## src/pkg/swo_pkg.sv

```systemverilog
// Purpose: constants for the secondary window / sprite register block
// Assumes: 8-bit host i/o data, index/data port pair
// Notes: index values are the register selectors on the data port
package swo_pkg;
   localparam logic [7:0] IDX_HPOS_LO = 8'he0;
   localparam logic [7:0] IDX_HPOS_HI = 8'he1;
   localparam logic [7:0] IDX_WID_LO = 8'he2;
   localparam logic [7:0] IDX_WID_HI = 8'he3;
   localparam logic [7:0] IDX_VPOS_LO = 8'he4;
   localparam logic [7:0] IDX_VPOS_HI = 8'he5;
   localparam logic [7:0] IDX_HGT_LO = 8'he6;
   localparam logic [7:0] IDX_HGT_HI = 8'he7;
   localparam logic [7:0] IDX_SA_LO = 8'he8;
   localparam logic [7:0] IDX_SA_MID = 8'he9;
   localparam logic [7:0] IDX_SA_HI = 8'hea;
   localparam logic [7:0] IDX_ROW_LO = 8'heb;
   localparam logic [7:0] IDX_ROW_HI = 8'hec;
   localparam logic [7:0] IDX_CTRL = 8'hef;
   localparam logic [7:0] IDX_PORT_CTRL = 8'hf7;
   localparam logic [7:0] IDX_GROUP_BASE = 8'he0;
   localparam logic [7:0] IDX_IMG_BASE = 8'hf0;
   localparam int NUM_REGS = 16;
   localparam logic [7:0] INDEX_RESET = 8'h00;
   localparam logic [7:0] REG_RESET = 8'h00;
   localparam logic [2:0] STRAP_RESET = 3'h0;
   localparam logic [3:0] PORT_LOW_INDEX = 4'ha;
   localparam logic [3:0] PORT_LOW_DATA = 4'hb;
   localparam logic [7:0] PORT_HIGH = 8'h21;
   localparam int CTRL_SELECT_BIT = 0;
   localparam int PORT_ENABLE_BIT = 7;
   localparam logic [7:0] NIBBLE_MASK = 8'h0f;
   localparam logic [7:0] PRESET_MASK = 8'h3f;
   localparam logic [7:0] CTRL_MASK = 8'h07;
   localparam logic [7:0] PORT_CTRL_MASK = 8'h83;
   localparam logic [5:0] SPRITE_LAST = 6'h3f;
endpackage

```

## src/pkg/swo_regs_if.sv

```systemverilog
// Purpose: carries write and read traffic between decode and register store
// Assumes: single clock
// Notes: read data is registered in the store
interface swo_regs_if;
   logic wr;
   logic [3:0] waddr;
   logic [7:0] wdata;
   logic [3:0] raddr;
   logic [7:0] rdata;
   modport ctl (output wr, output waddr, output wdata, output raddr, input rdata);
   modport mem (input wr, input waddr, input wdata, input raddr, output rdata);
endinterface

```

## src/core/swo_regstore.sv

```systemverilog
// Purpose: 16 x 8 register store for indices e0..ef
// Assumes: reserved bits masked before write
// Notes: read data from a flip-flop, one cycle behind raddr
module swo_regstore
(
   // clock and reset
   input wire logic core_clk,
   input wire logic rst,
   // register traffic
   swo_regs_if.mem bus,
   // whole store, for the timing logic
   output logic [7:0] regs [16]
);
   import swo_pkg::*;

   genvar i;
   for (i = 0; i < NUM_REGS; i++)
   begin : g_reg
      always_ff @(posedge core_clk or posedge rst)
      begin
         if (rst)
            regs[i] <= REG_RESET;
         else if (bus.wr && bus.waddr == 4'(i))
            regs[i] <= bus.wdata;
      end
   end

   always_ff @(posedge core_clk or posedge rst)
   begin
      if (rst)
         bus.rdata <= REG_RESET;
      else
         bus.rdata <= regs[bus.raddr];
   end
endmodule

```

## src/core/swo_top.sv

```systemverilog
// Purpose: secondary window / sprite indexed registers and field decode
// Assumes: host i/o cycles are synchronous one-cycle strobes on core_clk
// Notes: straps are pins and pass three flops before capture
//
// How it works
// - 8-bit index register selects data-port target
// - index port then data port, e0..ef
// - same index also reaches image-port registers
// - strap pins set port middle digit
// - horizontal position 12 bits, low/high
// - left edge at programmed pixel count
// - vertical position 12 bits, top edge
// - width/height meaning follows select bit
// - sprite horizontal preset 5:0, ends 63
// - sprite vertical preset 5:0, ends 63
// - start address 20 bits over three registers
// - start address counts doublewords
// - row offset low holds bits 7:0
// - row offset 12-bit quadword count
// - control bit 0: window set, sprite clear
// - port control bit 7 enables, resets zero
module swo_top
(
   // clock and reset
   input wire logic core_clk,
   input wire logic rst,
   // host i/o cycle
   input wire logic [15:0] io_addr,
   input wire logic io_wr,
   input wire logic io_rd,
   input wire logic [7:0] io_wdata,
   output logic [7:0] io_rdata,
   output logic io_hit,
   // straps
   input wire logic [2:0] port_strap_pins,
   // window / sprite geometry to the display pipeline
   output logic [11:0] ovl_hpos,
   output logic [11:0] ovl_vpos,
   output logic [11:0] ovl_width_m1,
   output logic [11:0] ovl_height_m1,
   output logic [5:0] sprite_hpreset,
   output logic [5:0] sprite_vpreset,
   output logic [5:0] sprite_last,
   output logic [21:0] ovl_start_byte,
   output logic [11:0] ovl_row_qwords,
   output logic ovl_window_mode,
   output logic ovl_enable,
   // image-port group hook
   output logic img_sel,
   output logic [2:0] img_index
);
   import swo_pkg::*;

   // ----------------------------------------
   // straps
   // ----------------------------------------
   logic [2:0] strap_s1_reg;
   logic [2:0] strap_s2_reg;
   logic [2:0] strap_s3_reg;
   logic [2:0] strap_reg;
   logic strap_done_reg;
   // marks how far real pin levels have travelled down the three stages
   logic [2:0] strap_fill_reg;

   always_ff @(posedge core_clk or posedge rst)
   begin
      if (rst)
      begin
         strap_s1_reg <= STRAP_RESET;
         strap_s2_reg <= STRAP_RESET;
         strap_s3_reg <= STRAP_RESET;
         strap_fill_reg <= 3'h0;
      end
      else
      begin
         strap_fill_reg <= {strap_fill_reg[1:0], 1'b1};
         strap_s1_reg <= port_strap_pins;
         strap_s2_reg <= strap_s1_reg;
         strap_s3_reg <= strap_s2_reg;
      end
   end

   // caught once after release, when second and third stages agree
   always_ff @(posedge core_clk or posedge rst)
   begin
      if (rst)
      begin
         strap_reg <= STRAP_RESET;
         strap_done_reg <= 1'b0;
      end
      // stages still hold reset values until the fill mark has passed stage three
      else if (!strap_done_reg && strap_fill_reg[2] && strap_s2_reg == strap_s3_reg)
      begin
         strap_reg <= strap_s3_reg;
         strap_done_reg <= 1'b1;
      end
   end

   // ----------------------------------------
   // port decode
   // ----------------------------------------
   logic [15:0] index_port;
   logic [15:0] data_port;
   logic index_hit;
   logic data_hit;

   assign index_port = {PORT_HIGH, 1'b0, strap_reg, PORT_LOW_INDEX};
   assign data_port = {PORT_HIGH, 1'b0, strap_reg, PORT_LOW_DATA};
   // no decode until straps are known
   assign index_hit = strap_done_reg && io_addr == index_port;
   assign data_hit = strap_done_reg && io_addr == data_port;
   assign io_hit = (index_hit || data_hit) && (io_wr || io_rd);

   // ----------------------------------------
   // index register
   // ----------------------------------------
   logic [7:0] index_reg;

   always_ff @(posedge core_clk or posedge rst)
   begin
      if (rst)
         index_reg <= INDEX_RESET;
      else if (io_wr && index_hit)
         index_reg <= io_wdata;
   end

   logic in_group;
   logic in_img;
   assign in_group = index_reg[7:4] == IDX_GROUP_BASE[7:4];
   assign in_img = index_reg[7:3] == IDX_IMG_BASE[7:3];
   assign img_sel = in_img;
   assign img_index = index_reg[2:0];

   // ----------------------------------------
   // data port writes
   // ----------------------------------------
   function automatic logic [7:0] wmask(input logic [7:0] idx);
      logic [7:0] m;
      m = 8'hff;
      case (idx)
         IDX_HPOS_HI, IDX_WID_HI, IDX_VPOS_HI, IDX_HGT_HI,
         IDX_SA_HI, IDX_ROW_HI: m = NIBBLE_MASK;
         IDX_CTRL: m = CTRL_MASK;
         8'hed: m = 8'h07;
         default: m = 8'hff;
      endcase
      return m;
   endfunction

   swo_regs_if rif ();
   logic [7:0] regs [16];

   assign rif.wr = io_wr && data_hit && in_group;
   assign rif.waddr = index_reg[3:0];
   assign rif.wdata = io_wdata & wmask(index_reg); // reserved bits stay zero
   assign rif.raddr = index_reg[3:0];

   swo_regstore u_store
   (
      .core_clk (core_clk),
      .rst (rst),
      .bus (rif),
      .regs (regs)
   );

   // image-port control; only bit 7 and bits 1:0 exist here
   logic [7:0] port_ctrl_reg;

   always_ff @(posedge core_clk or posedge rst)
   begin
      if (rst)
         port_ctrl_reg <= REG_RESET;
      else if (io_wr && data_hit && index_reg == IDX_PORT_CTRL)
         port_ctrl_reg <= io_wdata & PORT_CTRL_MASK;
   end

   // ----------------------------------------
   // read path
   // ----------------------------------------
   // store read data lags one cycle, so select is registered alongside it
   logic [1:0] rsel_reg;
   logic [7:0] index_q_reg;

   always_ff @(posedge core_clk or posedge rst)
   begin
      if (rst)
      begin
         rsel_reg <= 2'h0;
         index_q_reg <= INDEX_RESET;
      end
      else
      begin
         index_q_reg <= index_reg;
         // only a read strobe may steer data onto io_rdata
         if (io_rd && index_hit)
            rsel_reg <= 2'h1;
         else if (io_rd && data_hit && in_group)
            rsel_reg <= 2'h2;
         else if (io_rd && data_hit && index_reg == IDX_PORT_CTRL)
            rsel_reg <= 2'h3;
         else
            rsel_reg <= 2'h0;
      end
   end

   always_comb
   begin
      case (rsel_reg)
         2'h1: io_rdata = index_q_reg;
         2'h2: io_rdata = rif.rdata;
         2'h3: io_rdata = port_ctrl_reg;
         default: io_rdata = 8'h00;
      endcase
   end

   // ----------------------------------------
   // field decode
   // ----------------------------------------
   logic [19:0] start_dw;

   assign ovl_hpos = {regs[1][3:0], regs[0]};
   assign ovl_vpos = {regs[5][3:0], regs[4]};
   assign ovl_window_mode = regs[15][CTRL_SELECT_BIT];
   assign ovl_enable = port_ctrl_reg[PORT_ENABLE_BIT];

   // width/height meaningful only in window mode, presets only in sprite mode
   assign ovl_width_m1 = ovl_window_mode ? {regs[3][3:0], regs[2]} : 12'h000;
   assign ovl_height_m1 = ovl_window_mode ? {regs[7][3:0], regs[6]} : 12'h000;
   assign sprite_hpreset = ovl_window_mode ? 6'h00 : regs[2][5:0];
   assign sprite_vpreset = ovl_window_mode ? 6'h00 : regs[6][5:0];
   assign sprite_last = SPRITE_LAST;

   assign start_dw = {regs[10][3:0], regs[9], regs[8]};
   assign ovl_start_byte = {start_dw, 2'b00};
   assign ovl_row_qwords = {regs[12][3:0], regs[11]};
endmodule

```

## config.mk

```make
export PLATFORM = sky130hd
export DESIGN_NAME = swo_top
export DESIGN_NICKNAME = d
export VERILOG_FILES = /design/src/pkg/swo_pkg.sv /design/src/pkg/swo_regs_if.sv /design/src/core/swo_regstore.sv /design/src/core/swo_top.sv
export SDC_FILE = /design/constraint.sdc
export NUM_CORES = 1
export LEC_CHECK = 0
export BUFFER_PORTS_ARGS = -buffer_cell sky130_fd_sc_hd__buf_4
export CAP_MARGIN = 20
export CORE_ASPECT_RATIO = 0.6
export CORE_UTILIZATION = 40
export CTS_CLUSTER_SIZE = 14
export DETAILED_ROUTE_END_ITERATION = 10
export PLACE_DENSITY = 0.62
export SLEW_MARGIN = 20
export SYNTH_ARGS = -nofsm -noshare
export SYNTH_HDL_FRONTEND = slang
export SYNTH_SLANG_ARGS = --single-unit
```

## constraint.sdc

```tcl
create_clock -name core_clk -period 7.6 [get_ports core_clk]
set_input_delay 1.14 -clock core_clk [delete_from_list [all_inputs] [get_ports core_clk]]
set_output_delay 1.14 -clock core_clk [all_outputs]
set_load 0.02 [all_outputs]
```

# Word-level counts from Yosys, hierarchy flattened
# Index checks and enable logic that the tools add are counted.
[classes]
n_bitwise = 2
muxes = 12
n_addsub = 0
reduce_logical = 35
n_shift = 0
eq_ne = 32
div = 0
n_mul = 0
n_lt_le_gt_ge = 1
[ops]
columns = ["op", "count"]
rows = [
  ["$eq A8 B8 Y1 const B", 9],
  ["$eq A4 B4 Y1 const B", 9],
  ["$bmux W8 S4", 1],
  ["$eq A16 B14 Y1", 2],
  ["$logic_and A1 B1 Y1", 29],
  ["$mux W12", 2],
  ["$pmux W8 S3", 1],
  ["$eq A4 B3 Y1 const B", 4],
  ["$mux W8", 2],
  ["$pmux W8 S2", 1],
  ["$mux W6", 2],
  ["$and A8 B8 Y8", 1],
  ["$eq A4 B2 Y1 const B", 2],
  ["$mux W2", 3],
  ["$reduce_or A6 Y1", 1],
  ["$eq A5 B5 Y1 const B", 1],
  ["$ge A5 B5 Y1 const B", 1],
  ["$not A4 Y5", 1],
  ["$eq A2 B2 Y1 const B", 2],
  ["$eq A4 B1 Y1 const B", 1],
  ["$logic_not A4 Y1", 1],
  ["$eq A3 B3 Y1", 1],
  ["$eq A2 B1 Y1 const B", 1],
  ["$logic_or A1 B1 Y1", 2],
  ["other kinds (2)", 2],
]
[word_totals]
memories = 0
ramBits = 0
rom_bits = 0
reg_bits = 173
elab_cells = 109
latch_bits = 0
output_inout_bits = 115

# Logic depth before layout (Yosys ltp)
[depth]
word_depth = 7
ltp_mapped = 7
mapped_depth_nobuf = 4

# Modules after synthesis
# Synthesis repeated with hierarchy kept, for this count alone.
[unflattened]
hier_cells = 536
hier_area_um2 = 7913.8
[modules_own_cells]
columns = ["module", "seq_area_each_um2", "area_per_inst_um2", "cells_each", "instances"]
rows = [
  ["swo_regstore", 3403.3, 6032.0, 374, 1],
  ["swo_top", 925.9, 1881.8, 162, 1],
]

# Least setup slack after synthesis
# OpenSTA, ideal clock, no wires.
[synth_timing]
kind = "input-to-output"
from = "input port io_addr[11]"
to = "output port io_hit"
t_arrival_ns = 2.512
n_path_buf = 1
slack_ns = 3.948
path_stages = 4
path_cell_list = "nor4b_4 nand4_4 buf_4 a211oi_1"
[synth_between]
elab_chain_cells = 4
elab_cells_between_ends = 6
classes_between = "eq/ne (2); reduce/logical (4)"
[synth_lines]
columns = ["item", "line", "source"]
rows = [
  ["from (decl)", "swo_top.sv:28", "input wire logic [15:0] io_addr,"],
  ["$eq A16 B14 Y1 (on tied branches)", "swo_top.sv:110, swo_top.sv:111", ""],
  ["$logic_and A1 B1 Y1 (on tied branches)", "swo_top.sv:110, swo_top.sv:111", ""],
  ["$logic_or A1 B1 Y1 (*)", "swo_top.sv:112", "assign io_hit = (index_hit || data_hit) && (io_wr || io_rd);"],
  ["$logic_and A1 B1 Y1 (*)", "swo_top.sv:112", ""],
  ["to (decl)", "swo_top.sv:33", "output logic io_hit,"],
]
# Every way passes the cells marked *; elsewhere a longest branch is shown, timed or not.

# Worst setup path in the final report
[layout_timing]
from = "input port io_addr[6]"
to = "output port io_hit"
# The elaborated chain is that of the path after synthesis.

==> out/results.txt <==
The category of the critical setup timing path was in -> out. Leading cell type in the layout, fill and taps excluded: dfrtp_1. Along the worst path, the maximum fanout reaches 18. The total overflow left after global routing is 0. The combinational family with the most area after synthesis is multiplexers.

The area fraction of the dominant cell type after synthesis is 51.7%. The power spent charging and discharging nets came out at 0.452 mW. In the synthesized netlist the dominant register cell turns out to be dfrtp_1. More flip-flops sit in one register than any other, and that register is u_store.regs. Detailed placement ended at an HPWL of 15.1 mm. For the number of global-route vias before repair, the log shows 5,194. Setup slack closes at 3790 ps. The class of the most critical hold timing path is reg -> reg.

Before antenna repair, the detailed router went through 4 iterations. The residual antenna-violating net count after detailed routing came out at 0. Maximum operating frequency: 262 MHz. Total power divided by cell area: 191 mW/mm2. The post-route netlist has 51.0% of its cells at a drive strength greater than 1. At the worst endpoint, the arrival time is 2670 ps. The average cell area after synthesis works out to 14.1 um2.

Yosys attributes the largest share of cell area to dfrtp_1 (52%), mux2_2 (15%), mux4_2 (11%), buf_4 (6.1%), nor2b_1 (3.0%). The run gives 0 ps as the final total negative setup slack. TritonCTS built the clock tree. The number of enable-type register cells in the synthesized netlist is 0, and the portion of the clock cycle consumed by the worst path in the final layout is 50.2%. The transition time at the pin with the least slew margin works out to 929 ps. After detailed routing, no signal wire sits above met4. The synthesized netlist devotes 1.66% of its cell area to compound gates.

The overall die width came out at 189 um. In this run the post-CTS setup repair buffer count came out at 0. The deepest clock path buffer count was 2; the initial antenna violation count was 0.

The cell that appears most often on the critical path is buf_4. In this run, synthesis produced a sequential element count of 173. The vias per cell came out at 5.31. The DRC violations left was 0. The slowest stage of the critical path is the nand3_2 cell. The clock share of power came out at 43.4%.

The first global-routing pass estimated 32.9 mm of wire. The wire length on met3 was 1.55 mm. Total leakage power: 4.79 nW. The run gives 4 as the total number of H-tree levels. The library cells used most frequently in the layout, excluding fill and tap cells, are dfrtp_1 (170), buf_4 (140), mux2_2 (111). The tools report the worst hold margin as 345 ps. The clock root buffer is clkbuf_16.

Yosys printed 0 warnings. STA classifies the critical path startpoint as a primary input. The run gives 51.7% as the proportion of synthesized chip area in sequential cells. Walking the worst path, the cells encountered are buf_4 -> xnor2_1 -> nand3_2 -> a211oi_1 -> buf_4. The pin count of the biggest net entering global routing was 89; the core footprint was 0.0203 mm2. Excluding fillers, the count of instances in the completed layout stands at 952.

The headroom to the max-slew limit was 38.0%. For the number of DRC markers in iteration 0, the log shows 386. Summing over every cut layer, the via total after detailed routing is 5,055. The area growth from synthesis to layout is 16.3%. Post-cts repair resize count: 0. Across all register-to-register paths, the minimum setup slack is 4860 ps. The run gives 21.5 mm as the aggregate routed wire length. Combinational logic is responsible for 5.7% of the overall power.

The register with the most flip-flops in the layout has 128 of them. The clock-pin slew of the registers on the worst-case setup and hold paths came out at 60 ps. At the end of the flow, the number of nets in the layout was 697. Internal power component: 1.40 mW. The number of sinks handled by clock tree synthesis came out at 173. Broken down by cell family, the worst path's largest delay share belongs to simple AND/OR/NAND/NOR gates. Highest cell delay on the worst timing path: 570 ps.

The number of clock buffers added by TritonCTS is 17. Netlist area before placement: 0.00837 mm2. The number of antenna diodes in the final layout is 0.

The number of buffers inserted by hold repair at cts is 0, and the proportion of synthesized area in mux cells is 25.7%. The tools report the final design utilization as 48.0%. The initial standard-cell utilization of the core came out at 41.3%. At the placement stage, the worst setup path has a slack of 3820 ps.

The post-detailed-route wirelength per cell came out at 22.5 um. The die is 114 um tall. Summing the areas of all fa, ha and maj instances in the mapped netlist gives 0% of the synthesized area.

Setup repair after global routing left no endpoint under its margin. The fraction of synthesis flops using an asynchronous set or reset pin was 100%; the final weighted congestion in routability-driven placement was 0.866. The met2 wirelength from detailed routing came out at 9.30 mm.

After Yosys synthesis, and, or, nand and nor cells account for 12.7% of the synthesized area. In this run the tool buffered the top-level ports with 137 buffer cells. At the worst endpoint, the required time is 6460 ps. The tools report the relative contribution of sequential cells to total power as 50.9%. Pin placement for this block handled 146 I/O pins. Of the total synthesized cell area, the portion taken by XOR and XNOR cells is 0.628%.

The run finished with clean final reports. For the site row count, the log shows 40. Counting every instance in the synthesized netlist gives 593.

The global router's overall resource usage is 21.0%, and the number of endpoints failing setup at the final stage is 0. The total of max-cap violations came out at 0. Subtracting the final worst setup slack from the clock period gives 3810 ps. The clock arrives with 9.92 ps of skew.

The post-route met1 wirelength was 10.4 mm; the critical path buffer and inverter count was 2. Endpoint kind of the worst setup timing path: an output pin. Including well taps, the total number of placed cells is 920. The switching power as a share of total power works out to 24.4%.

The number of failing hold endpoints at the final stage came out at 0. The cell type contributing the most total cell area after synthesis is dfrtp_1. The netlist uses 40 different library cells. The run gives 0 as the number of max-slew violations in the final report. The floorplan step defined a die boundary enclosing 0.0215 mm2.

Across the VDD grid, the largest voltage drop is 0.157 mV. The later pin in the worst-skew pair is clocked with a latency of 430 ps.
[power groups by stage]
stage / Combinational, mW / Sequential, mW / Clock, mW
after floorplan: 0.0769 / 0.958 / 0
after global placement: 0.102 / 0.963 / 0
after detailed placement: 0.106 / 0.963 / 0
after CTS: 0.107 / 0.945 / 0.822
after global routing: 0.115 / 0.946 / 0.861
final: 0.106 / 0.946 / 0.806
[layer usage]
layer | GRT usage, % | vias up
met4 | 3.66 | 0
met3 | 5.00 | 11
li1 | - | 2202
met5 | 0 | -
met1 | 32.5 | 2662
met2 | 30.0 | 180
[worst reg2reg max path, stage by stage, from the launching register on]
cell and delay, ps:
dfrtp_1 720, nor3b_1 600, nand3_1 180, nor3_2 710
mux2_2 420
[cells in the mapped netlist (2+ instances only)]
| library cell | count |
|---|---|
| nor3b_1 | 2 |
| and3_1 | 5 |
| xor2_1 | 2 |
| and2_1 | 36 |
| buf_2 | 8 |
| dfrtp_1 | 173 |
| nand4_1 | 4 |
| xnor2_1 | 4 |
| mux2_2 | 111 |
| mux4_2 | 40 |
| buf_4 | 68 |
| nor3_1 | 3 |
| nand3_1 | 17 |
| nor3_2 | 7 |
| nor2b_1 | 40 |
| nor2_1 | 4 |
| buf_1 | 3 |
| and4b_1 | 3 |
| nor3_4 | 7 |
| a22o_1 | 8 |
| nand2_1 | 3 |
| and4_1 | 2 |
| inv_1 | 3 |
| conb_1 | 2 |
| o31a_1 | 4 |
| a21oi_1 | 2 |
| and3b_1 | 5 |
| clkbuf_1 | 15 |
[area by class of cell]
cell class	instances	area (um2)
Clock inverter	11	83.8
Sequential cell	173	4330
Tap cell	273	342
Multi-Input combinational cell	330	3440
Fill cell	1807	10500
Clock buffer	21	460
Timing Repair Buffer	141	1060
Inverter	3	16.3
[final timing paths]
kind,startpoint,end,cells after the start
max reg2reg,index_reg[3]$_DFFE_PP0P_,u_store.regs[124]$_DFFE_PP0P_,4
max,io_addr[6],io_hit,5
min in group asynchronous,rst,u_store.regs[105]$_DFFE_PP0P_,2
min reg2reg,strap_s1_reg[2]$_DFF_PP0_,strap_s2_reg[2]$_DFF_PP0_,0
min,strap_s1_reg[2]$_DFF_PP0_,strap_s2_reg[2]$_DFF_PP0_,0
max in group asynchronous,rst,index_reg[1]$_DFFE_PP0P_,3
[metrics by stage]
| step | area [um2] | total power, mW |
|---|---|---|
| finish | 9740 | 1.86 |
| global route | 9740 | 1.92 |
| CTS | 9730 | 1.87 |
| detailed placement | 9190 | 1.07 |
| global placement | 9190 | 1.07 |
| floorplan | 8400 | 1.04 |
[kinds of logic after synthesis]
kind of cell	count (synthesis)
AO/OA/AOI/OAI	17
XOR/XNOR	6
buffers and inverters	97
flip-flops	173
multiplexers	151
other	2
AND/OR/NAND/NOR	147
No activity file was read; power rests on OpenSTA's default activity.
